==> config.mk <==
export PLATFORM = sky130hd
export DESIGN_NAME = tscb_bank
export DESIGN_NICKNAME = d
export VERILOG_FILES = /design/src/hdl/tscb_pkg.sv /design/src/hdl/tscb_bank.sv
export SDC_FILE = /design/constraint.sdc
export NUM_CORES = 1
export LEC_CHECK = 0
export ABC_AREA = 1
export BUFFER_PORTS_ARGS = -buffer_cell sky130_fd_sc_hd__buf_2
export CAP_MARGIN = 25
export CORE_MARGIN = 5
export CORE_UTILIZATION = 40
export DETAILED_ROUTE_END_ITERATION = 6
export SYNTH_ARGS = -nofsm -noshare
export SYNTH_HDL_FRONTEND = slang
export SYNTH_SLANG_ARGS = --single-unit
==> constraint.sdc <==
create_clock -name clk -period 3.7 [get_ports clk]
set_input_delay 0.37 -clock clk [delete_from_list [all_inputs] [get_ports clk]]
set_output_delay 0.37 -clock clk [all_outputs]
set_load 0.03 [all_outputs]
==> src/hdl/tscb_pkg.sv <==
// Package for the tap and staging configuration register bank
package tscb_pkg;

  // Register word width and register address width
  localparam int unsigned DATA_W = 16;
  localparam int unsigned ADDR_W = 16;

  // Register addresses
  localparam logic [15:0] ADDR_TAP_RECOG_TIME     = 16'h02B8;
  localparam logic [15:0] ADDR_TAP_STOP_HW_DELTA  = 16'h02B9;
  localparam logic [15:0] ADDR_TAP_STOP_OI_DELTA  = 16'h02BA;
  localparam logic [15:0] ADDR_TAP_MIN_ON_TIME    = 16'h02BB;
  localparam logic [15:0] ADDR_TAP_ON_THRESH      = 16'h02BC;
  localparam logic [15:0] ADDR_PREHEAT_ON_THRESH  = 16'h02BD;
  localparam logic [15:0] ADDR_PREHEAT_OFF_THRESH = 16'h02BE;
  localparam logic [15:0] ADDR_HW_DEMAND_SOURCE   = 16'h02C0;
  localparam logic [15:0] ADDR_STAGED_HW_SETPOINT = 16'h02C1;
  localparam logic [15:0] ADDR_HW_PRIORITY        = 16'h02C2;
  localparam logic [15:0] ADDR_SLAVE_COMP_MODE    = 16'h02C9;
  localparam logic [15:0] ADDR_ADD_METHOD         = 16'h02CA;
  localparam logic [15:0] ADDR_ADD_DETECT_TIME    = 16'h02CC;
  localparam logic [15:0] ADDR_ADD_ERR_THRESH     = 16'h02CE;
  localparam logic [15:0] ADDR_ADD_RATE_OFFSET    = 16'h02CF;
  localparam logic [15:0] ADDR_ADD_ERR_GAIN       = 16'h02D0;
  localparam logic [15:0] ADDR_ADD_RATE_GAIN      = 16'h02D1;
  localparam logic [15:0] ADDR_ADD_INTERSTAGE     = 16'h02D2;
  localparam logic [15:0] ADDR_DROP_METHOD        = 16'h02D3;
  localparam logic [15:0] ADDR_DROP_DETECT_TIME   = 16'h02D5;

  // First and last address of the covered range
  localparam logic [15:0] ADDR_FIRST = 16'h02B8;
  localparam logic [15:0] ADDR_LAST  = 16'h02D6;

  // Not-configured markers
  localparam logic [15:0] UNSET_FULL  = 16'hFFFF;
  localparam logic [15:0] UNSET_SHORT = 16'h0FFF;

  // Range limits
  localparam logic [15:0] TIME_MAX_S   = 16'hFD20;  // 64800 seconds
  localparam logic [15:0] TEMP_MAX     = 16'h0514;  // 130.0 degrees
  localparam logic [15:0] TEMP_MIN_NEG = 16'hFE70;  // -40.0 degrees
  localparam logic [15:0] PCT_MAX      = 16'h03E8;  // +100.0 percent
  localparam logic [15:0] PCT_MIN_NEG  = 16'hFC18;  // -100.0 percent
  localparam logic [15:0] GAIN_MAX     = 16'h0064;  // 100

  // Reset values: settings start not configured or at zero
  localparam logic [15:0] RST_TIME  = 16'hFFFF;
  localparam logic [15:0] RST_SHORT = 16'h0FFF;
  localparam logic [15:0] RST_ZERO  = 16'h0000;

  // Hot-water demand source selections
  typedef enum logic [1:0] {
    TSCB_SRC_OFF,
    TSCB_SRC_THERMOSTAT,
    TSCB_SRC_RESERVED,
    TSCB_SRC_REMOTE_BUS
  } tscb_src_t;

  // Stage add/drop method selections
  typedef enum logic [2:0] {
    TSCB_STG_NEVER,
    TSCB_STG_ERROR,
    TSCB_STG_RATE,
    TSCB_STG_ERROR_ROC,
    TSCB_STG_RATE_ROC
  } tscb_stage_t;

  // Largest legal method code, two-bit selection code and boolean value
  localparam logic [15:0] METHOD_MAX = 16'h0004;
  localparam logic [15:0] ENUM2_MAX  = 16'h0003;
  localparam logic [15:0] BOOL_MAX   = 16'h0001;

endpackage : tscb_pkg
==> src/hdl/tscb_bank.sv <==
// Register bank for tap detection, preheat and lead/lag staging settings
`timescale 1ns/100ps
// Notes on behaviour
// - Recognition time up to 64800, FFFF unset
// - Hot-water-inlet stop delta, 0 to 130.0
// - Outlet-inlet stop delta, 0 to 130.0
// - Minimum on-time up to 64800, FFF unset
// - Tap and preheat thresholds 0 to 130.0
// - Demand source: off, thermostat, reserved, bus
// - Staged setpoint from -40.0 to 130.0
// - Priority: 0 heating first, 1 hot water
// - Slave compensation: none, replace, adjust, both
// - Add method: five encodings, zero never adds
// - Add detect time up to 64800, FFFF unset
// - Add error threshold 0 to 130.0
// - Add rate offset signed -100.0 to 100.0
// - Add error and rate gains 0 to 100
// - Inter-stage delay up to 64800, FFFF unset
// - Drop method uses same five encodings
// - Drop detect time up to 64800, FFFF unset

module tscb_bank (
  input  wire logic        clk,           // 25 MHz clock
  input  wire logic        rst_b,         // Async reset, active low
  input  wire logic        clk_en,        // Freezes all state when low
  input  wire logic        reg_wr,        // Register write strobe
  input  wire logic        reg_rd,        // Register read strobe
  input  wire logic [15:0] reg_addr,      // Register address
  input  wire logic [15:0] reg_wdata,     // Write data
  output logic      [15:0] reg_rdata,     // Read data, registered
  output logic             reg_rvalid,    // Read data valid pulse
  output logic             reg_wrange,    // Write value outside range
  output logic             hot_water_loop_en,    // Hot-water loop enabled
  output logic             hot_water_loop_first, // Hot water has priority
  output logic             space_heating_loop_first, // Heating first
  output logic             add_stage_en,  // Add-stage method not never
  output logic             drop_stage_en  // Drop-stage method not never
);

  // ==========================================================
  // Storage
  // ==========================================================
  localparam int unsigned NREG = 20;  // Number of stored settings

  logic [15:0] regs_q [NREG];         // Setting words
  logic [4:0]  wr_idx;                // Decoded index of access
  logic        hit;                   // Address maps to a setting
  logic        legal;                 // Write value is in range

  // Map an address to a storage slot; reserved holes do not hit
  function automatic logic [5:0] decode(input logic [15:0] a);
    unique case (a)
      tscb_pkg::ADDR_TAP_RECOG_TIME:     decode = {1'b1, 5'd0};
      tscb_pkg::ADDR_TAP_STOP_HW_DELTA:  decode = {1'b1, 5'd1};
      tscb_pkg::ADDR_TAP_STOP_OI_DELTA:  decode = {1'b1, 5'd2};
      tscb_pkg::ADDR_TAP_MIN_ON_TIME:    decode = {1'b1, 5'd3};
      tscb_pkg::ADDR_TAP_ON_THRESH:      decode = {1'b1, 5'd4};
      tscb_pkg::ADDR_PREHEAT_ON_THRESH:  decode = {1'b1, 5'd5};
      tscb_pkg::ADDR_PREHEAT_OFF_THRESH: decode = {1'b1, 5'd6};
      tscb_pkg::ADDR_HW_DEMAND_SOURCE:   decode = {1'b1, 5'd7};
      tscb_pkg::ADDR_STAGED_HW_SETPOINT: decode = {1'b1, 5'd8};
      tscb_pkg::ADDR_HW_PRIORITY:        decode = {1'b1, 5'd9};
      tscb_pkg::ADDR_SLAVE_COMP_MODE:    decode = {1'b1, 5'd10};
      tscb_pkg::ADDR_ADD_METHOD:         decode = {1'b1, 5'd11};
      tscb_pkg::ADDR_ADD_DETECT_TIME:    decode = {1'b1, 5'd12};
      tscb_pkg::ADDR_ADD_ERR_THRESH:     decode = {1'b1, 5'd13};
      tscb_pkg::ADDR_ADD_RATE_OFFSET:    decode = {1'b1, 5'd14};
      tscb_pkg::ADDR_ADD_ERR_GAIN:       decode = {1'b1, 5'd15};
      tscb_pkg::ADDR_ADD_RATE_GAIN:      decode = {1'b1, 5'd16};
      tscb_pkg::ADDR_ADD_INTERSTAGE:     decode = {1'b1, 5'd17};
      tscb_pkg::ADDR_DROP_METHOD:        decode = {1'b1, 5'd18};
      tscb_pkg::ADDR_DROP_DETECT_TIME:   decode = {1'b1, 5'd19};
      // Reserved and outside addresses
      default:                           decode = 6'h00;
    endcase
  endfunction : decode

  // Duration setting: up to 64800 or the given unset marker
  function automatic logic time_ok(input logic [15:0] v,
                                   input logic [15:0] unset);
    time_ok = (v <= tscb_pkg::TIME_MAX_S) || (v == unset);
  endfunction : time_ok

  // Unsigned value up to a limit
  function automatic logic upto(input logic [15:0] v,
                                input logic [15:0] lim);
    upto = (v <= lim);
  endfunction : upto

  // Signed value inside a two-sided window, two's complement
  function automatic logic swin(input logic [15:0] v,
                                input logic [15:0] lo,
                                input logic [15:0] hi);
    swin = ($signed(v) >= $signed(lo)) && ($signed(v) <= $signed(hi));
  endfunction : swin

  // Address decode for the current access
  always_comb begin
    {hit, wr_idx} = decode(reg_addr);
  end

  // Range check of the write value against its slot
  always_comb begin
    legal = 1'b0;
    unique case (wr_idx)
      5'd0:  legal = time_ok(reg_wdata, tscb_pkg::UNSET_FULL);
      5'd1:  legal = upto(reg_wdata, tscb_pkg::TEMP_MAX);
      5'd2:  legal = upto(reg_wdata, tscb_pkg::TEMP_MAX);
      5'd3:  legal = time_ok(reg_wdata, tscb_pkg::UNSET_SHORT);
      5'd4, 5'd5, 5'd6: legal = upto(reg_wdata, tscb_pkg::TEMP_MAX);
      5'd7:  legal = upto(reg_wdata, tscb_pkg::ENUM2_MAX);
      5'd8:  legal = swin(reg_wdata, tscb_pkg::TEMP_MIN_NEG,
                          tscb_pkg::TEMP_MAX);
      5'd9:  legal = upto(reg_wdata, tscb_pkg::BOOL_MAX);
      5'd10: legal = upto(reg_wdata, tscb_pkg::ENUM2_MAX);
      5'd11: legal = upto(reg_wdata, tscb_pkg::METHOD_MAX);
      5'd12: legal = time_ok(reg_wdata, tscb_pkg::UNSET_FULL);
      5'd13: legal = upto(reg_wdata, tscb_pkg::TEMP_MAX);
      5'd14: legal = swin(reg_wdata, tscb_pkg::PCT_MIN_NEG,
                          tscb_pkg::PCT_MAX);
      5'd15, 5'd16: legal = upto(reg_wdata, tscb_pkg::GAIN_MAX);
      5'd17: legal = time_ok(reg_wdata, tscb_pkg::UNSET_FULL);
      5'd18: legal = upto(reg_wdata, tscb_pkg::METHOD_MAX);
      5'd19: legal = time_ok(reg_wdata, tscb_pkg::UNSET_FULL);
      // Codes 20..31 never decode with hit set
      default: legal = 1'b0;
    endcase
  end

  // ==========================================================
  // Write path
  // ==========================================================
  // Out-of-range values are still stored as written: the master
  // owns range, and refusing silently would hide its mistake.
  // stored as written
  always_ff @(posedge clk or negedge rst_b) begin
    if (!rst_b) begin
      for (int i = 0; i < NREG; i++) begin
        regs_q[i] <= tscb_pkg::RST_TIME;
      end
      // Non-duration settings start at zero
      for (int i = 1; i < 3; i++) begin
        regs_q[i] <= tscb_pkg::RST_ZERO;
      end
      regs_q[3] <= tscb_pkg::RST_SHORT;
      for (int i = 4; i < 12; i++) begin
        regs_q[i] <= tscb_pkg::RST_ZERO;
      end
      for (int i = 13; i < 17; i++) begin
        regs_q[i] <= tscb_pkg::RST_ZERO;
      end
      regs_q[18] <= tscb_pkg::RST_ZERO;
    end else if (clk_en && reg_wr && hit) begin
      regs_q[wr_idx] <= reg_wdata;
    end
  end

  // Flag a write that lands out of range on a mapped slot
  always_ff @(posedge clk or negedge rst_b) begin
    if (!rst_b) begin
      reg_wrange <= 1'b0;
    end else if (clk_en) begin
      reg_wrange <= reg_wr && hit && !legal;
    end
  end

  // ==========================================================
  // Read path
  // ==========================================================
  // reserved reads zero
  always_ff @(posedge clk or negedge rst_b) begin
    if (!rst_b) begin
      reg_rdata  <= 16'h0000;
      reg_rvalid <= 1'b0;
    end else if (clk_en) begin
      reg_rvalid <= reg_rd;
      if (reg_rd) begin
        reg_rdata <= hit ? regs_q[wr_idx] : 16'h0000;
      end
    end
  end

  // ==========================================================
  // Decoded control outputs
  // ==========================================================
  // Registered so the outputs do not glitch on writes
  always_ff @(posedge clk or negedge rst_b) begin
    if (!rst_b) begin
      hot_water_loop_en        <= 1'b0;
      hot_water_loop_first     <= 1'b0;
      space_heating_loop_first <= 1'b1;
      add_stage_en             <= 1'b0;
      drop_stage_en            <= 1'b0;
    end else if (clk_en) begin
      hot_water_loop_en <= regs_q[7] != 16'h0000;
      hot_water_loop_first     <= regs_q[9] == 16'h0001;
      space_heating_loop_first <= regs_q[9] != 16'h0001;
      add_stage_en  <= regs_q[11] != 16'h0000;
      drop_stage_en <= regs_q[18] != 16'h0000;
    end
  end
endmodule : tscb_bank

==> flow_summary.yaml <==
synth:
  yosys.cell_count.top_type: "sky130_fd_sc_hd__nand2_1"
  yosys-top-cells-count: "855 x sky130_fd_sc_hd__nand2_1, 362 x sky130_fd_sc_hd__o21ai_0, 266 x sky130_fd_sc_hd__dfrtp_1"
  synth_cell_type_count: 39
  dominantRegCellSynth: "sky130_fd_sc_hd__dfrtp_1"
  syn_area_per_cell_um2: 7.41
  synth.net_count: 2398
  synthCells: 2361
  yosysSeqAreaShare: 0.496
  number_of_enable_type_register_cells_in_the_synthesized_netlist: 0
  netlist.area_leader.share: 0.380
  synth-async-reset-ratio: 1.00
  synth.ff_latch_count: 343
  synth_area_leader_cell: "sky130_fd_sc_hd__dfrtp_1"
  yosys_warnings: 0
  post_synth_instance_area_mm2: 0.0175
  synth.top_cells.by_area: "sky130_fd_sc_hd__dfrtp_1 38%, sky130_fd_sc_hd__nand2_1 18%, sky130_fd_sc_hd__dfstp_2 12%"
floorplan:
  die_width_um: 219
  initial_core_util: 0.406
  rows: 76
  die_footprint_mm2: 0.0481
  height_of_the_die_um: 219
  core_area_mm2: 0.0432
  io-pin-count: 60
clock_network:
  cts.reportedPaths.clkPinSlew_ns: 0.06
  h-tree-depth: 2
  tritoncts_clock_tree: "built"
  numCtsBuffers: 39
  max-clock-path-buffers: 3
  cts_hold_buf: 1
  insertion_delay_ns: 0.57
  post_cts_resize_count: 0
  numClockSinks: 343
  clock_tree.root_cell: "sky130_fd_sc_hd__clkbuf_16"
  postCtsSetupRepairBufs: 0
setup_path:
  timing.critical_path.slowest_stage_cell: "sky130_fd_sc_hd__nand2_1"
  reg2reg_depth: 9
  critPathMostFrequentCell: "sky130_fd_sc_hd__nand2_1"
  crit_arrival_ns: 3.35
  end_kind: "flop"
  critical_path.cell_chain: "buf_2 -> inv_2 -> nor2_2 -> nand2_1 -> nor2_2 -> nand2_1 -> nand2_1 -> nor2_1 -> nand3_2 -> nand2_1 -> or2_2 -> nand3_1 -> nand2_1 -> nand2_1 -> nor2_1 -> nand2_1 -> nand2_1 -> nand2_1 -> nand2_1"
  setup.worst_path.class: "input pin to flop"
  path_delay_family: "simple AND/OR/NAND/NOR gates"
  cp_required_ns: 4.16
  critical_path.n_buffers_inverters: 2
  total_number_of_cells_along_the_worst_setup_path: 19
  timing.critical_path.fanout_max: 16
  critical_path.startpoint_type: "input pin"
  crit_path_max_incr_delay_ns: 0.46
power:
  power.ir.vdd_worst_mv: 0.281
  power.static_leakage_uw: 0.00892
  powerDensity_mw_per_mm2: 401
sta:
  finalClockSkew_ns: 0.0298
  finalMaxSlewViolations: 0
  slew_headroom: 0.364
  rsz_0062_raised_after_global_routing: "false"
  period_minus_slack_ns: 2.89
  final-hold-violation-count: 0
  timing.fmax_mhz: 346
  final_critical_path_setup_slack_ns: 0.809
  finalCritPeriodShare: 0.781
  fin_worst_hold_slack_ns: 0.172
  fin_setup_tns_ns: 0
  tightestPinTransition_ns: 0.953
  setup-violations-final: 0
global_route:
  number_of_antenna_violations_at_the_first_check_in_global_routing: 5
  grt_start_max_net_pins: 97
  globalRouteOverflowTotal: 0
  track_usage: 0.243
  global_route_wire_length_before_repair_mm: 90.0
  first_global_vias: 14776
routing:
  detailedRoute.firstIterationViolations: 1543
  postRouteAntennaNets: 0
  vias: 15757
  wl_per_cell_um: 19.4
  avgViaCountPerCell: 5.28
  wirelength_mm: 58.0
  drc: 0
  first_pass_iters: 6
cells_and_area:
  num_antenna_cells: 0
  syn_to_final_growth_pct: 12.2
  fin_util: 0.455
  numnets_final: 2404
  layout-drive-gt1-share: 0.122
place:
  place.detailed.hpwl_mm: 38.9
  io_buffers: 59
  place_ws_ns: 0.278
  gpl.final_weighted_congestion: 0.938
worst_hold_path:
  worstHoldPathCells: 3
  hold_class: "input pin to flop"
run:
  maxCapViolations: 0
outcome:
  status: "completed"
per-layer routing:
layer  up-vias  part of all wire  GRT usage
li1       7526                 -          -
met1      7550              0.46      0.346
met2       564              0.43      0.366
met3       117             0.069     0.0470
met4         0             0.043     0.0963
met5         -                 0          0
final cells by class:
class / instances / area [um2]
clock buffers: 63 / 1190
clock inverters: 9 / 62.6
fillers: 4368 / 23500
inverters: 196 / 736
multi-input cells: 1676 / 7430
flip-flops and latches: 343 / 8680
well taps: 585 / 732
repair buffers: 111 / 818
flip-flops by register name, summed over array words and instances, names as in the netlist:
signal                    flops
regs_q                      320
reg_rdata                    16
add_stage_en                  1
drop_stage_en                 1
hot_water_loop_en             1
hot_water_loop_first          1
reg_rvalid                    1
reg_wrange                    1
space_heating_loop_first      1
cells in the final DEF (no fill, tap or decap), types with 4 or more instances in the layout:
master and n:
sky130_fd_sc_hd__clkbuf_1 12, sky130_fd_sc_hd__or2_2 9, sky130_fd_sc_hd__buf_4 42, sky130_fd_sc_hd__dfstp_2 77, sky130_fd_sc_hd__nand2_2 4, sky130_fd_sc_hd__inv_2 8, sky130_fd_sc_hd__nand4_1 26, sky130_fd_sc_hd__nor2_1 148
sky130_fd_sc_hd__clkbuf_8 12, sky130_fd_sc_hd__or2_1 10, sky130_fd_sc_hd__o21ai_1 44, sky130_fd_sc_hd__nand3_4 6, sky130_fd_sc_hd__inv_1 188, sky130_fd_sc_hd__clkbuf_16 39, sky130_fd_sc_hd__nor2_2 12, sky130_fd_sc_hd__nor4_1 12
sky130_fd_sc_hd__o21ai_0 362, sky130_fd_sc_hd__a21oi_1 53, sky130_fd_sc_hd__nand2_1 855, sky130_fd_sc_hd__nand3b_1 4, sky130_fd_sc_hd__nor3_1 8, sky130_fd_sc_hd__buf_12 8, sky130_fd_sc_hd__nand3_1 91, sky130_fd_sc_hd__buf_2 58
sky130_fd_sc_hd__dfrtp_1 266, sky130_fd_sc_hd__clkinv_2 4, sky130_fd_sc_hd__o21bai_1 8, sky130_fd_sc_hd__a22oi_1 9
per-stage QoR:
stage / cells / instance area, um2 / total power (uW)
after floorplan: 2361 / 17500 / 3930
after global placement: 2909 / 18400 / 4150
after global routing: 2983 / 19600 / 8160
after detailed placement: 2910 / 18400 / 4150
after CTS: 2983 / 19600 / 7960
final: 2983 / 19600 / 7890
cell families after synthesis:
group	share of synthesized area
AO/OA/AOI/OAI	0.142
buffers and inverters	0.0807
flip-flops	0.496
AND/OR/NAND/NOR	0.282
final timing paths:
check	startpoint	endpoint	slack, ns
worst max-delay path	reg_addr[0]	reg_rdata[14]	0.81
worst min-delay path	clk_en	drop_stage_en	0.17
worst max register to register	regs_q[158]	reg_rdata[14]	2.09
worst min register to register	space_heating_loop_first	space_heating_loop_first	0.46
max in group asynchronous	rst_b	regs_q[8]	2.24
min in group asynchronous	rst_b	regs_q[205]	0.46
worst min-delay path, cell delays in order:
cell and delay [ns]:
sky130_fd_sc_hd__buf_2 0.19, sky130_fd_sc_hd__nand2_1 0.10, sky130_fd_sc_hd__nand2_1 0.04
power by group:
part           switching (uW)  internal [uW]
Clock                    1600           2200
Combinational             266           57.9
Sequential               1.86           3760
Total                    1870           6020
No activity file was read; power rests on OpenSTA's default activity.
